## config.mk

```make
export PLATFORM = sky130hd
export DESIGN_NAME = gpio_data_config_port
export DESIGN_NICKNAME = d
export VERILOG_FILES = /design/src/include/gpio_port_pkg.sv /design/src/rtl/gpio_data_config_port.sv /design/src/rtl/gpio_pin_cell.sv
export SDC_FILE = /design/constraint.sdc
export NUM_CORES = 1
export LEC_CHECK = 0
export BUFFER_PORTS_ARGS = -buffer_cell sky130_fd_sc_hd__buf_2
export CORE_MARGIN = 2
export CORE_UTILIZATION = 46
export DETAILED_ROUTE_END_ITERATION = 7
export PLACE_DENSITY = 0.67
export SLEW_MARGIN = 15
export SYNTH_ARGS = -nofsm -noshare
export SYNTH_HDL_FRONTEND = slang
export SYNTH_SLANG_ARGS = --single-unit
```

## constraint.sdc

```tcl
create_clock -name clk -period 2.3 [get_ports clk]
set_input_delay 0.23 -clock clk [delete_from_list [all_inputs] [get_ports clk]]
set_output_delay 0.23 -clock clk [all_outputs]
set_load 0.01 [all_outputs]
```

## src/include/gpio_port_pkg.sv

```systemverilog
// Purpose: Shared constants for the general purpose pin data and configuration port
// Assumes: Register indices are word indices; byte address is four times the index
// Notes: Pin table maps each pin to its configuration index, data port and bit

package gpio_port_pkg;

	// ------------------------------------------------------------
	// Sizes
	// ------------------------------------------------------------
	localparam int NUM_PINS = 11;      // Pins behind the two data ports
	localparam int NUM_PORTS = 2;      // Data registers held by this block
	localparam int CFG_W = 8;          // Configuration register width
	localparam int DATA_W = 8;         // Data register width
	localparam int ADDR_W = 10;        // APB byte address width
	localparam int IDX_W = 8;          // Register index width

	// ------------------------------------------------------------
	// Register indices (byte address = index * 4)
	// ------------------------------------------------------------
	localparam logic [IDX_W-1:0] REG_PORT1_PIN0_CONFIG = 8'h23;
	localparam logic [IDX_W-1:0] REG_PORT1_PIN1_CONFIG = 8'h24;
	localparam logic [IDX_W-1:0] REG_PORT1_PIN2_CONFIG = 8'h25;
	localparam logic [IDX_W-1:0] REG_PORT1_PIN3_CONFIG = 8'h26;
	localparam logic [IDX_W-1:0] REG_PORT1_PIN4_CONFIG = 8'h27;
	localparam logic [IDX_W-1:0] REG_PORT1_PIN5_CONFIG = 8'h29;
	localparam logic [IDX_W-1:0] REG_PORT1_PIN6_CONFIG = 8'h2A;
	localparam logic [IDX_W-1:0] REG_PORT1_PIN7_CONFIG = 8'h2B;
	localparam logic [IDX_W-1:0] REG_PORT2_PIN1_CONFIG = 8'h2C;
	localparam logic [IDX_W-1:0] REG_PORT2_PIN2_CONFIG = 8'h2D;
	localparam logic [IDX_W-1:0] REG_PORT2_PIN7_CONFIG = 8'h32;
	localparam logic [IDX_W-1:0] REG_PORT1_DATA = 8'h4B;
	localparam logic [IDX_W-1:0] REG_PORT2_DATA = 8'h4C;

	// ------------------------------------------------------------
	// Pin map: configuration index, data port, data bit
	// ------------------------------------------------------------
	localparam logic [IDX_W-1:0] PIN_CFG_IDX [NUM_PINS] = '{
		REG_PORT1_PIN0_CONFIG, REG_PORT1_PIN1_CONFIG, REG_PORT1_PIN2_CONFIG,
		REG_PORT1_PIN3_CONFIG, REG_PORT1_PIN4_CONFIG, REG_PORT1_PIN5_CONFIG,
		REG_PORT1_PIN6_CONFIG, REG_PORT1_PIN7_CONFIG, REG_PORT2_PIN1_CONFIG,
		REG_PORT2_PIN2_CONFIG, REG_PORT2_PIN7_CONFIG};
	localparam logic [0:0] PIN_PORT [NUM_PINS] = '{
		1'h0, 1'h0, 1'h0, 1'h0, 1'h0, 1'h0, 1'h0, 1'h0, 1'h1, 1'h1, 1'h1};
	localparam logic [2:0] PIN_BIT [NUM_PINS] = '{
		3'h0, 3'h1, 3'h2, 3'h3, 3'h4, 3'h5, 3'h6, 3'h7, 3'h1, 3'h2, 3'h7};
	localparam logic [IDX_W-1:0] PORT_DATA_IDX [NUM_PORTS] = '{REG_PORT1_DATA, REG_PORT2_DATA};
	localparam logic [DATA_W-1:0] PORT_RSV_MASK [NUM_PORTS] = '{8'h00, 8'h79};

	// ------------------------------------------------------------
	// Configuration fields and reset values
	// ------------------------------------------------------------
	localparam int CFG_DIR_BIT = 0;    // 1 = input, 0 = output
	localparam int CFG_OD_BIT = 7;     // 1 = open-drain output
	localparam logic [CFG_W-1:0] CFG_RESET = 8'h01;
	localparam logic OUT_RESET = 1'h0;

endpackage

```

## src/rtl/gpio_data_config_port.sv

```systemverilog
// Purpose: General purpose pin port with per-pin configuration and packed data registers
// Assumes: APB slave on clk; pads split into input, output and output enable
// Notes: Answer comes one cycle into the access phase; unmapped access raises pslverr
//
// What this block does
// Each pin: one data bit, 8-bit configuration
// Pin data bits packed into 8-bit ports
// Input pin: data bit reads pin level
// Output pin: written bit drives the pin
// Latch pin on read, hold written value
// All registers sit in runtime register map
// Reserved data bits: writes ignored, read zero
//
// The APB slave port is this design's own decision.

`timescale 1ns/10ps

module gpio_data_config_port
	import gpio_port_pkg::*;
(
	input wire logic clk,
	input wire logic sys_rst,
	input wire logic ce,
	input wire logic psel,
	input wire logic penable,
	input wire logic pwrite,
	input wire logic [ADDR_W-1:0] paddr,
	input wire logic [31:0] pwdata,
	output logic [31:0] prdata,
	output logic pready,
	output logic pslverr,
	input wire logic [NUM_PINS-1:0] pinIn,
	output logic [NUM_PINS-1:0] pinOut,
	output logic [NUM_PINS-1:0] pinOe
);

	// ------------------------------------------------------------
	// Bus phase decode
	// ------------------------------------------------------------
	logic setupPhase;                  // First cycle of a transfer
	logic commit;                      // Edge at which the transfer completes
	logic aligned;                     // Word-aligned address
	logic [IDX_W-1:0] regIndex;        // Word index of the access
	logic [NUM_PINS-1:0] hitCfg;       // Configuration register selected per pin
	logic [NUM_PORTS-1:0] hitData;     // Data register selected per port
	logic anyHit;                      // Access lands on a mapped register

	// ------------------------------------------------------------
	// Per-pin state seen by the bus
	// ------------------------------------------------------------
	logic [CFG_W-1:0] cfg [NUM_PINS];  // Configuration of each pin
	logic [NUM_PINS-1:0] level;        // Synchronised pin levels
	logic [NUM_PINS-1:0] outLatch;     // Latched output values
	logic [NUM_PINS-1:0] dataBit;      // Data bit as software sees it
	logic [DATA_W-1:0] portVal [NUM_PORTS];
	logic [31:0] readVal;              // Value to capture for a read

	// ------------------------------------------------------------
	// Bus answer registers
	// ------------------------------------------------------------
	logic [31:0] next_prdata;
	logic next_pready;
	logic next_pslverr;

	// Phase and address decode
	always_comb begin
		setupPhase = psel && !penable;
		commit = psel && penable && pready;
		aligned = (paddr[1:0] == 2'h0);
		regIndex = paddr[ADDR_W-1:2];
	end

	// Register map lookup, all within the runtime register block
	always_comb begin
		anyHit = 1'h0;
		for (int i = 0; i < NUM_PINS; i++) begin
			hitCfg[i] = aligned && (regIndex == PIN_CFG_IDX[i]);
			anyHit = anyHit || hitCfg[i];
		end
		for (int p = 0; p < NUM_PORTS; p++) begin
			hitData[p] = aligned && (regIndex == PORT_DATA_IDX[p]);
			anyHit = anyHit || hitData[p];
		end
	end

	// ------------------------------------------------------------
	// Pin cells
	// ------------------------------------------------------------
	genvar gi;
	generate
		for (gi = 0; gi < NUM_PINS; gi++) begin : g_pin
			logic wrCfg;               // Configuration write strobe
			logic wrData;              // Data bit write strobe

			// Strobes fire only at the completing edge of a write
			always_comb begin
				wrCfg = commit && pwrite && hitCfg[gi];
				wrData = commit && pwrite && hitData[PIN_PORT[gi]];
			end

			// One data bit and one configuration register per pin
			gpio_pin_cell #(
				.CFG_RST(CFG_RESET)
			) u_cell (
				.clk(clk),
				.sys_rst(sys_rst),
				.ce(ce),
				.wrCfg(wrCfg),
				.wrData(wrData),
				.cfgIn(pwdata[CFG_W-1:0]),
				.dataIn(pwdata[PIN_BIT[gi]]),
				.pinIn(pinIn[gi]),
				.cfg(cfg[gi]),
				.level(level[gi]),
				.outLatch(outLatch[gi]),
				.pinOut(pinOut[gi]),
				.pinOe(pinOe[gi])
			);

			// Input reads the pin, output reads back its latch
			always_comb begin
				dataBit[gi] = cfg[gi][CFG_DIR_BIT] ? level[gi] : outLatch[gi];
			end
		end
	endgenerate

	// ------------------------------------------------------------
	// Data port assembly
	// ------------------------------------------------------------
	// Each pin owns one fixed bit of one port; unowned bits stay zero
	always_comb begin
		for (int p = 0; p < NUM_PORTS; p++) begin
			portVal[p] = '0;
		end
		for (int i = 0; i < NUM_PINS; i++) begin
			portVal[PIN_PORT[i]][PIN_BIT[i]] = dataBit[i];
		end
	end

	// Read mux; unmapped reads return zero
	always_comb begin
		readVal = '0;
		for (int i = 0; i < NUM_PINS; i++) begin
			if (hitCfg[i]) begin
				readVal[CFG_W-1:0] = cfg[i];
			end
		end
		for (int p = 0; p < NUM_PORTS; p++) begin
			if (hitData[p]) begin
				readVal[DATA_W-1:0] = portVal[p];
			end
		end
	end

	// ------------------------------------------------------------
	// APB answer
	// ------------------------------------------------------------
	// Read data is latched at setup and held through the access phase
	always_comb begin
		next_prdata = prdata;
		next_pready = 1'h0;
		next_pslverr = 1'h0;
		if (setupPhase && !pready) begin
			// Pin level captured at the moment of the read
			next_prdata = pwrite ? 32'h0000_0000 : readVal;
			next_pready = 1'h1;
			next_pslverr = !anyHit;
		end else if (psel && penable && !pready) begin
			// Access phase without a setup cycle seen: answer anyway
			next_pready = 1'h1;
			next_pslverr = !anyHit;
		end
	end

	// Answer registers, frozen while ce is low
	always_ff @(posedge clk) begin
		if (sys_rst) begin
			prdata <= 32'h0000_0000;
			pready <= 1'h0;
			pslverr <= 1'h0;
		end else if (ce) begin
			prdata <= next_prdata;
			pready <= next_pready;
			pslverr <= next_pslverr;
		end
	end
endmodule

```

## src/rtl/gpio_pin_cell.sv

```systemverilog
// Purpose: One general purpose pin: configuration, output latch, input sync, pad drive
// Assumes: Writes arrive as one-cycle strobes on the system clock
// Notes: Pad signals leave straight from flip-flops

`timescale 1ns/10ps

module gpio_pin_cell
	import gpio_port_pkg::*;
#(
	parameter logic [CFG_W-1:0] CFG_RST = CFG_RESET
) (
	input wire logic clk,
	input wire logic sys_rst,
	input wire logic ce,
	input wire logic wrCfg,
	input wire logic wrData,
	input wire logic [CFG_W-1:0] cfgIn,
	input wire logic dataIn,
	input wire logic pinIn,
	output logic [CFG_W-1:0] cfg,
	output logic level,
	output logic outLatch,
	output logic pinOut,
	output logic pinOe
);

	// ------------------------------------------------------------
	// State
	// ------------------------------------------------------------
	logic syncA;                       // First sync stage, read only by level
	logic [CFG_W-1:0] next_cfg;
	logic next_outLatch;
	logic next_pinOut;
	logic next_pinOe;

	// Next values for configuration, latch and pad
	always_comb begin
		next_cfg = wrCfg ? cfgIn : cfg;
		next_outLatch = wrData ? dataIn : outLatch;     // Held until next write
		// Output pin shows the latched value; open-drain only pulls low
		next_pinOut = next_cfg[CFG_OD_BIT] ? 1'h0 : next_outLatch;
		next_pinOe = !next_cfg[CFG_DIR_BIT] && (!next_cfg[CFG_OD_BIT] || !next_outLatch);
	end

	// Registers, frozen while ce is low
	always_ff @(posedge clk) begin
		if (sys_rst) begin
			cfg <= CFG_RST;
			outLatch <= OUT_RESET;
			pinOut <= 1'h0;
			pinOe <= 1'h0;
			syncA <= 1'h0;
			level <= 1'h0;
		end else if (ce) begin
			cfg <= next_cfg;
			outLatch <= next_outLatch;
			pinOut <= next_pinOut;
			pinOe <= next_pinOe;
			syncA <= pinIn;            // Two stages before the level is used
			level <= syncA;
		end
	end
endmodule

```

# Yosys cells after proc, flatten, opt, wreduce, memory -nomap -nowiden
# Index checks and enable logic that the tools add are counted.
# op_classes
n_eq_ne	13
n_mux	62
reduce_logical	115
# ops
op	n
8-bit 2-to-1 mux	25
8-bit by 6-bit == test with 1-bit output, second input constant	11
1-bit logical AND	43
1-bit 2-to-1 mux	37
1-bit logical NOT	36
2-bit AND reduction	12
1-bit logical OR	23
8-bit by 7-bit == test with 1-bit output, second input constant	2
2-bit logical NOT	1
# totals
ff_bits	177
in_bits	59
output_inout_bits	56
wordCells	270

# Depth between registers and ports, before layout
# logic_depth
depth_word	17
depth_mapped	8
depth_no_buf	6

# Modules after synthesis
# Synthesis repeated with hierarchy kept, for this count alone.
# hier_totals
hier_cells	938
area_unflattened_um2	7850.0
# by_module_without_submodules
mod	instances	cells_each	area_per_inst_um2	seq_area_each_um2
gpio_pin_cell	11	56	519.2	260.2
gpio_data_config_port	1	322	2138.3	200.2

# Worst setup path after synthesis
# No wires, ideal clock.
# synth_timing
path_kind	reg-to-reg
from	reg pready
to	reg g_pin[0].u_cell.cfg[0]
setup_time_ps	120
t_arrival_ps	1890
t_required_ps	2180
path_slack_ps	290
stages_incl_launch_ff	8
n_path_buf	2
period_less_slack_ps	2010
path_cell_list	dfxtp_1 and4_1 buf_2 nand2_1 buf_1 nor2_2 nor2b_1 a211o_1
# synth_between
elab_chain_cells	4
# synth_rtl
item	line	source
from (decl)	gpio_data_config_port.sv:30	output logic pready,
from (signal assigned)	gpio_data_config_port.sv:183	pready <= next_pready;
1-bit logical AND	gpio_data_config_port.sv:68	commit = psel && penable && pready;
1-bit logical AND (2 in series)	gpio_data_config_port.sv:97	wrCfg = commit && pwrite && hitCfg[gi];
8-bit 2-to-1 mux	gpio_pin_cell.sv:38	next_cfg = wrCfg ? cfgIn : cfg;
to (signal assigned)	gpio_pin_cell.sv:55	cfg <= next_cfg;
to (decl)	gpio_pin_cell.sv:20	output logic [CFG_W-1:0] cfg,
# No other way between the ends.
# A chain may end at the register's enable or synchronous reset.

# Worst setup path in the final report
# layout_timing
from	reg pready
to	reg g_pin[7].u_cell.cfg[5]
# layout_between
elab_chain_cells	4
# layout_rtl
item	line
1-bit logical AND	gpio_data_config_port.sv:68
1-bit logical AND (2 in series)	gpio_data_config_port.sv:97
2-bit AND reduction (no line)	-
to (signal assigned)	gpio_pin_cell.sv:55
to (decl)	gpio_pin_cell.sv:20
# No other way between the ends.

==> results.json <==
{
  "cp-end-kind": "register",
  "postCtsHoldBufs": 0,
  "dp_cells": 1150,
  "htree_levels": 4,
  "drc": 0,
  "dpl_cell_area_um2": 8320,
  "antenna_found_initial": 0,
  "grt_pass1_wl_um": 33600,
  "mostFrequentLayoutCells": "153 x dfxtp_1, 111 x mux2i_1, 108 x nor2_1, 73 x nand2_1, 71 x a21oi_1",
  "worst_pin_slew_ns": 0.679,
  "cts_resized": 0,
  "setup_viol": 0,
  "synth_seq_area_share_pct": 39.4,
  "ios": 115,
  "final_common_cell": "dfxtp_1",
  "fin_crit_ns": 2.10,
  "power.total_mw": 5.84,
  "syn_avg_cell_area_um2": 8.68,
  "first_pass_iters": 5,
  "grtUsageTotal_pct": 24.0,
  "hp-start": "pinIn[10]",
  "die_x_um": 134,
  "avgRoutedWirePerCell_um": 17.8,
  "final_nets": 1008,
  "yosys_warnings": 0,
  "required_ns": 2.62,
  "rows": 47,
  "skew_ns": 0.00815,
  "critPathArrivalTime_ns": 2.42,
  "numPortBuffers": 66,
  "worstSkewPairLatency_ns": 0.44,
  "finalCritPeriodShare_pct": 91.2,
  "power.density_nw_per_um2": 657,
  "ys_types": 58,
  "vias_per_cell": 5.65,
  "cts.sinks": 153,
  "crit_path_start": "pready$_SDFFE_PP0P_",
  "ant_nets": 0,
  "cts-root-buf": "clkbuf_16",
  "ir_worst_vdd_v": 0.000538,
  "min_path_cells": 3,
  "nFillCells": 1536,
  "max_clock_freq_ghz": 0.477,
  "final_area_um2": 8880,
  "grt_max_degree": 93,
  "setup_tns_ns": 0,
  "vias": 6683,
  "synth_ff_type": "dfxtp_1",
  "max_slew_margin_pct": 54.7,
  "hpwlAfterDp_um": 15100,
  "path_class": "reg2reg",
  "async_reset_ff_share_pct": 0,
  "gr-total-overflow": 0,
  "worst-path-max-fanout": 9,
  "area_growth_syn_to_layout_pct": 14.3,
  "min_path_type": "in2reg",
  "cts_buffers": 17,
  "coreArea_um2": 16500,
  "post_cts_buffers": 0,
  "start_util_pct": 47.0,
  "leakagePower_nw": 3.50,
  "synth_edf_count": 0,
  "die_h_um": 134,
  "first_iter_violations": 604,
  "place_congestion": 0.980,
  "status": "completed",
  "r2r-start": "pready$_SDFFE_PP0P_",
  "syn-cell-area_um2": 7770,
  "grt_pass1_vias": 6266,
  "start_kind": "register",
  "rr_worst_depth": 6,
  "slew_viol_final": 0,
  "ys_ff_latch": 153,
  "diodes": 0,
  "instances_no_fill": 1182,
  "cts_tree": "built",
  "cts_max_path_buffers": 2,
  "hold_viol": 0,
  "dieArea_um2": 17900,
  "layout-drive-gt1-share_pct": 18.8,
  "clkSlewWorstSetupHoldPaths_ns": 0.06,
  "rsz0062_at_grt": "false",
  "syn_inst": 895,
  "drt-total-wl_um": 21100,
  "maxCapViolations": 0
}
power by group:
part	leakage, nW	internal [mW]	switching (mW)	total (mW)
Sequential	1.24	2.69	0.0305	2.72
Clock	0.271	1.60	1.09	2.69
Combinational	1.99	0.140	0.278	0.418
worst max-delay path: stages, from the launching register on:
cell     delay, ns
dfxtp_1       0.38
and4_1        0.40
and2_0        0.46
and2_1        0.30
buf_4         0.19
mux2i_1       0.19
nor2_1        0.05
logic make-up after synthesis:
group           Yosys count  synth area share, %
mux                     122                 16.0
other cells               1               0.0483
buf+inv                 116                 8.10
simple gates            304                 20.2
flops                   153                 39.4
compound gates          199                 16.2
through the flow:
| step | util (%) | hold WS [ns] | worst slack [ns] |
|---|---|---|---|
| floorplan | - | 0.377 | 0.290 |
| global placement | 50.3 | 0.439 | 0.0430 |
| detailed placement | 50.3 | 0.447 | -0.00290 |
| CTS | 53.7 | 0.0183 | 0.275 |
| global route | 53.7 | 0.0367 | 0.0473 |
| finish | 53.7 | 0.0258 | 0.203 |
registers in the layout, indices dropped and copies added (netlist names):
register	cells
g_pin.u_cell.syncA	11
pslverr	1
g_pin.u_cell.pinOe	11
g_pin.u_cell.cfg	88
g_pin.u_cell.level	11
g_pin.u_cell.pinOut	11
g_pin.u_cell.outLatch	11
prdata	8
pready	1
final cells by class:
| class | instances | area, um^2 | share of cell area (%) |
|---|---|---|---|
| multi-input combinational | 649 | 4160 | 46.9 |
| timing repair buffer | 122 | 793 | 8.93 |
| clock buffer | 26 | 499 | 5.62 |
| sequential | 153 | 3060 | 34.5 |
| clock inverter | 6 | 63.8 | 0.719 |
| inverter | 6 | 22.5 | 0.254 |
| tap | 220 | 275 | 3.10 |
synth_stat cells (3+ instances only):
cell type | instances | share of area (%)
nor4_4 | 3 | 0.82
buf_1 | 5 | 0.24
dfxtp_1 | 153 | 39
a21oi_1 | 71 | 4.6
o221ai_1 | 5 | 0.56
nor2_2 | 3 | 0.24
mux2i_1 | 111 | 14
o21ai_0 | 36 | 2.3
nor3_1 | 8 | 0.52
buf_4 | 46 | 4.4
nor2b_1 | 13 | 1.0
nand2_1 | 73 | 3.5
and3_1 | 8 | 0.64
o211ai_1 | 14 | 1.4
inv_1 | 5 | 0.24
a221oi_1 | 5 | 0.56
buf_2 | 11 | 0.71
clkbuf_1 | 47 | 2.3
nor2_1 | 108 | 5.2
nor3_2 | 3 | 0.39
a22oi_1 | 19 | 1.8
o22ai_1 | 5 | 0.40
nand2b_1 | 29 | 2.3
nand3b_1 | 12 | 1.2
nand3_1 | 15 | 0.97
a211o_1 | 8 | 0.90
a31oi_1 | 6 | 0.48
mux2_2 | 10 | 1.4
nand4_1 | 6 | 0.48
a211oi_1 | 18 | 1.7
final timing paths:
kind	endpoint	slack [ns]
setup reg to reg	g_pin[7].u_cell.cfg[5]$_SDFFE_PP0P_	0.20
setup / recovery	g_pin[7].u_cell.cfg[5]$_SDFFE_PP0P_	0.20
hold reg to reg	g_pin[9].u_cell.cfg[6]$_SDFFE_PP0P_	0.45
hold / removal	g_pin[10].u_cell.syncA$_SDFFE_PP0P_	0.03
layer usage:
metal	global-route usage [%]	wire, um
met1	31.9	9430
met2	38.3	9640
met3	4.31	1410
met4	10.2	618
met5	0	0
No activity file was read; power rests on OpenSTA's default activity.
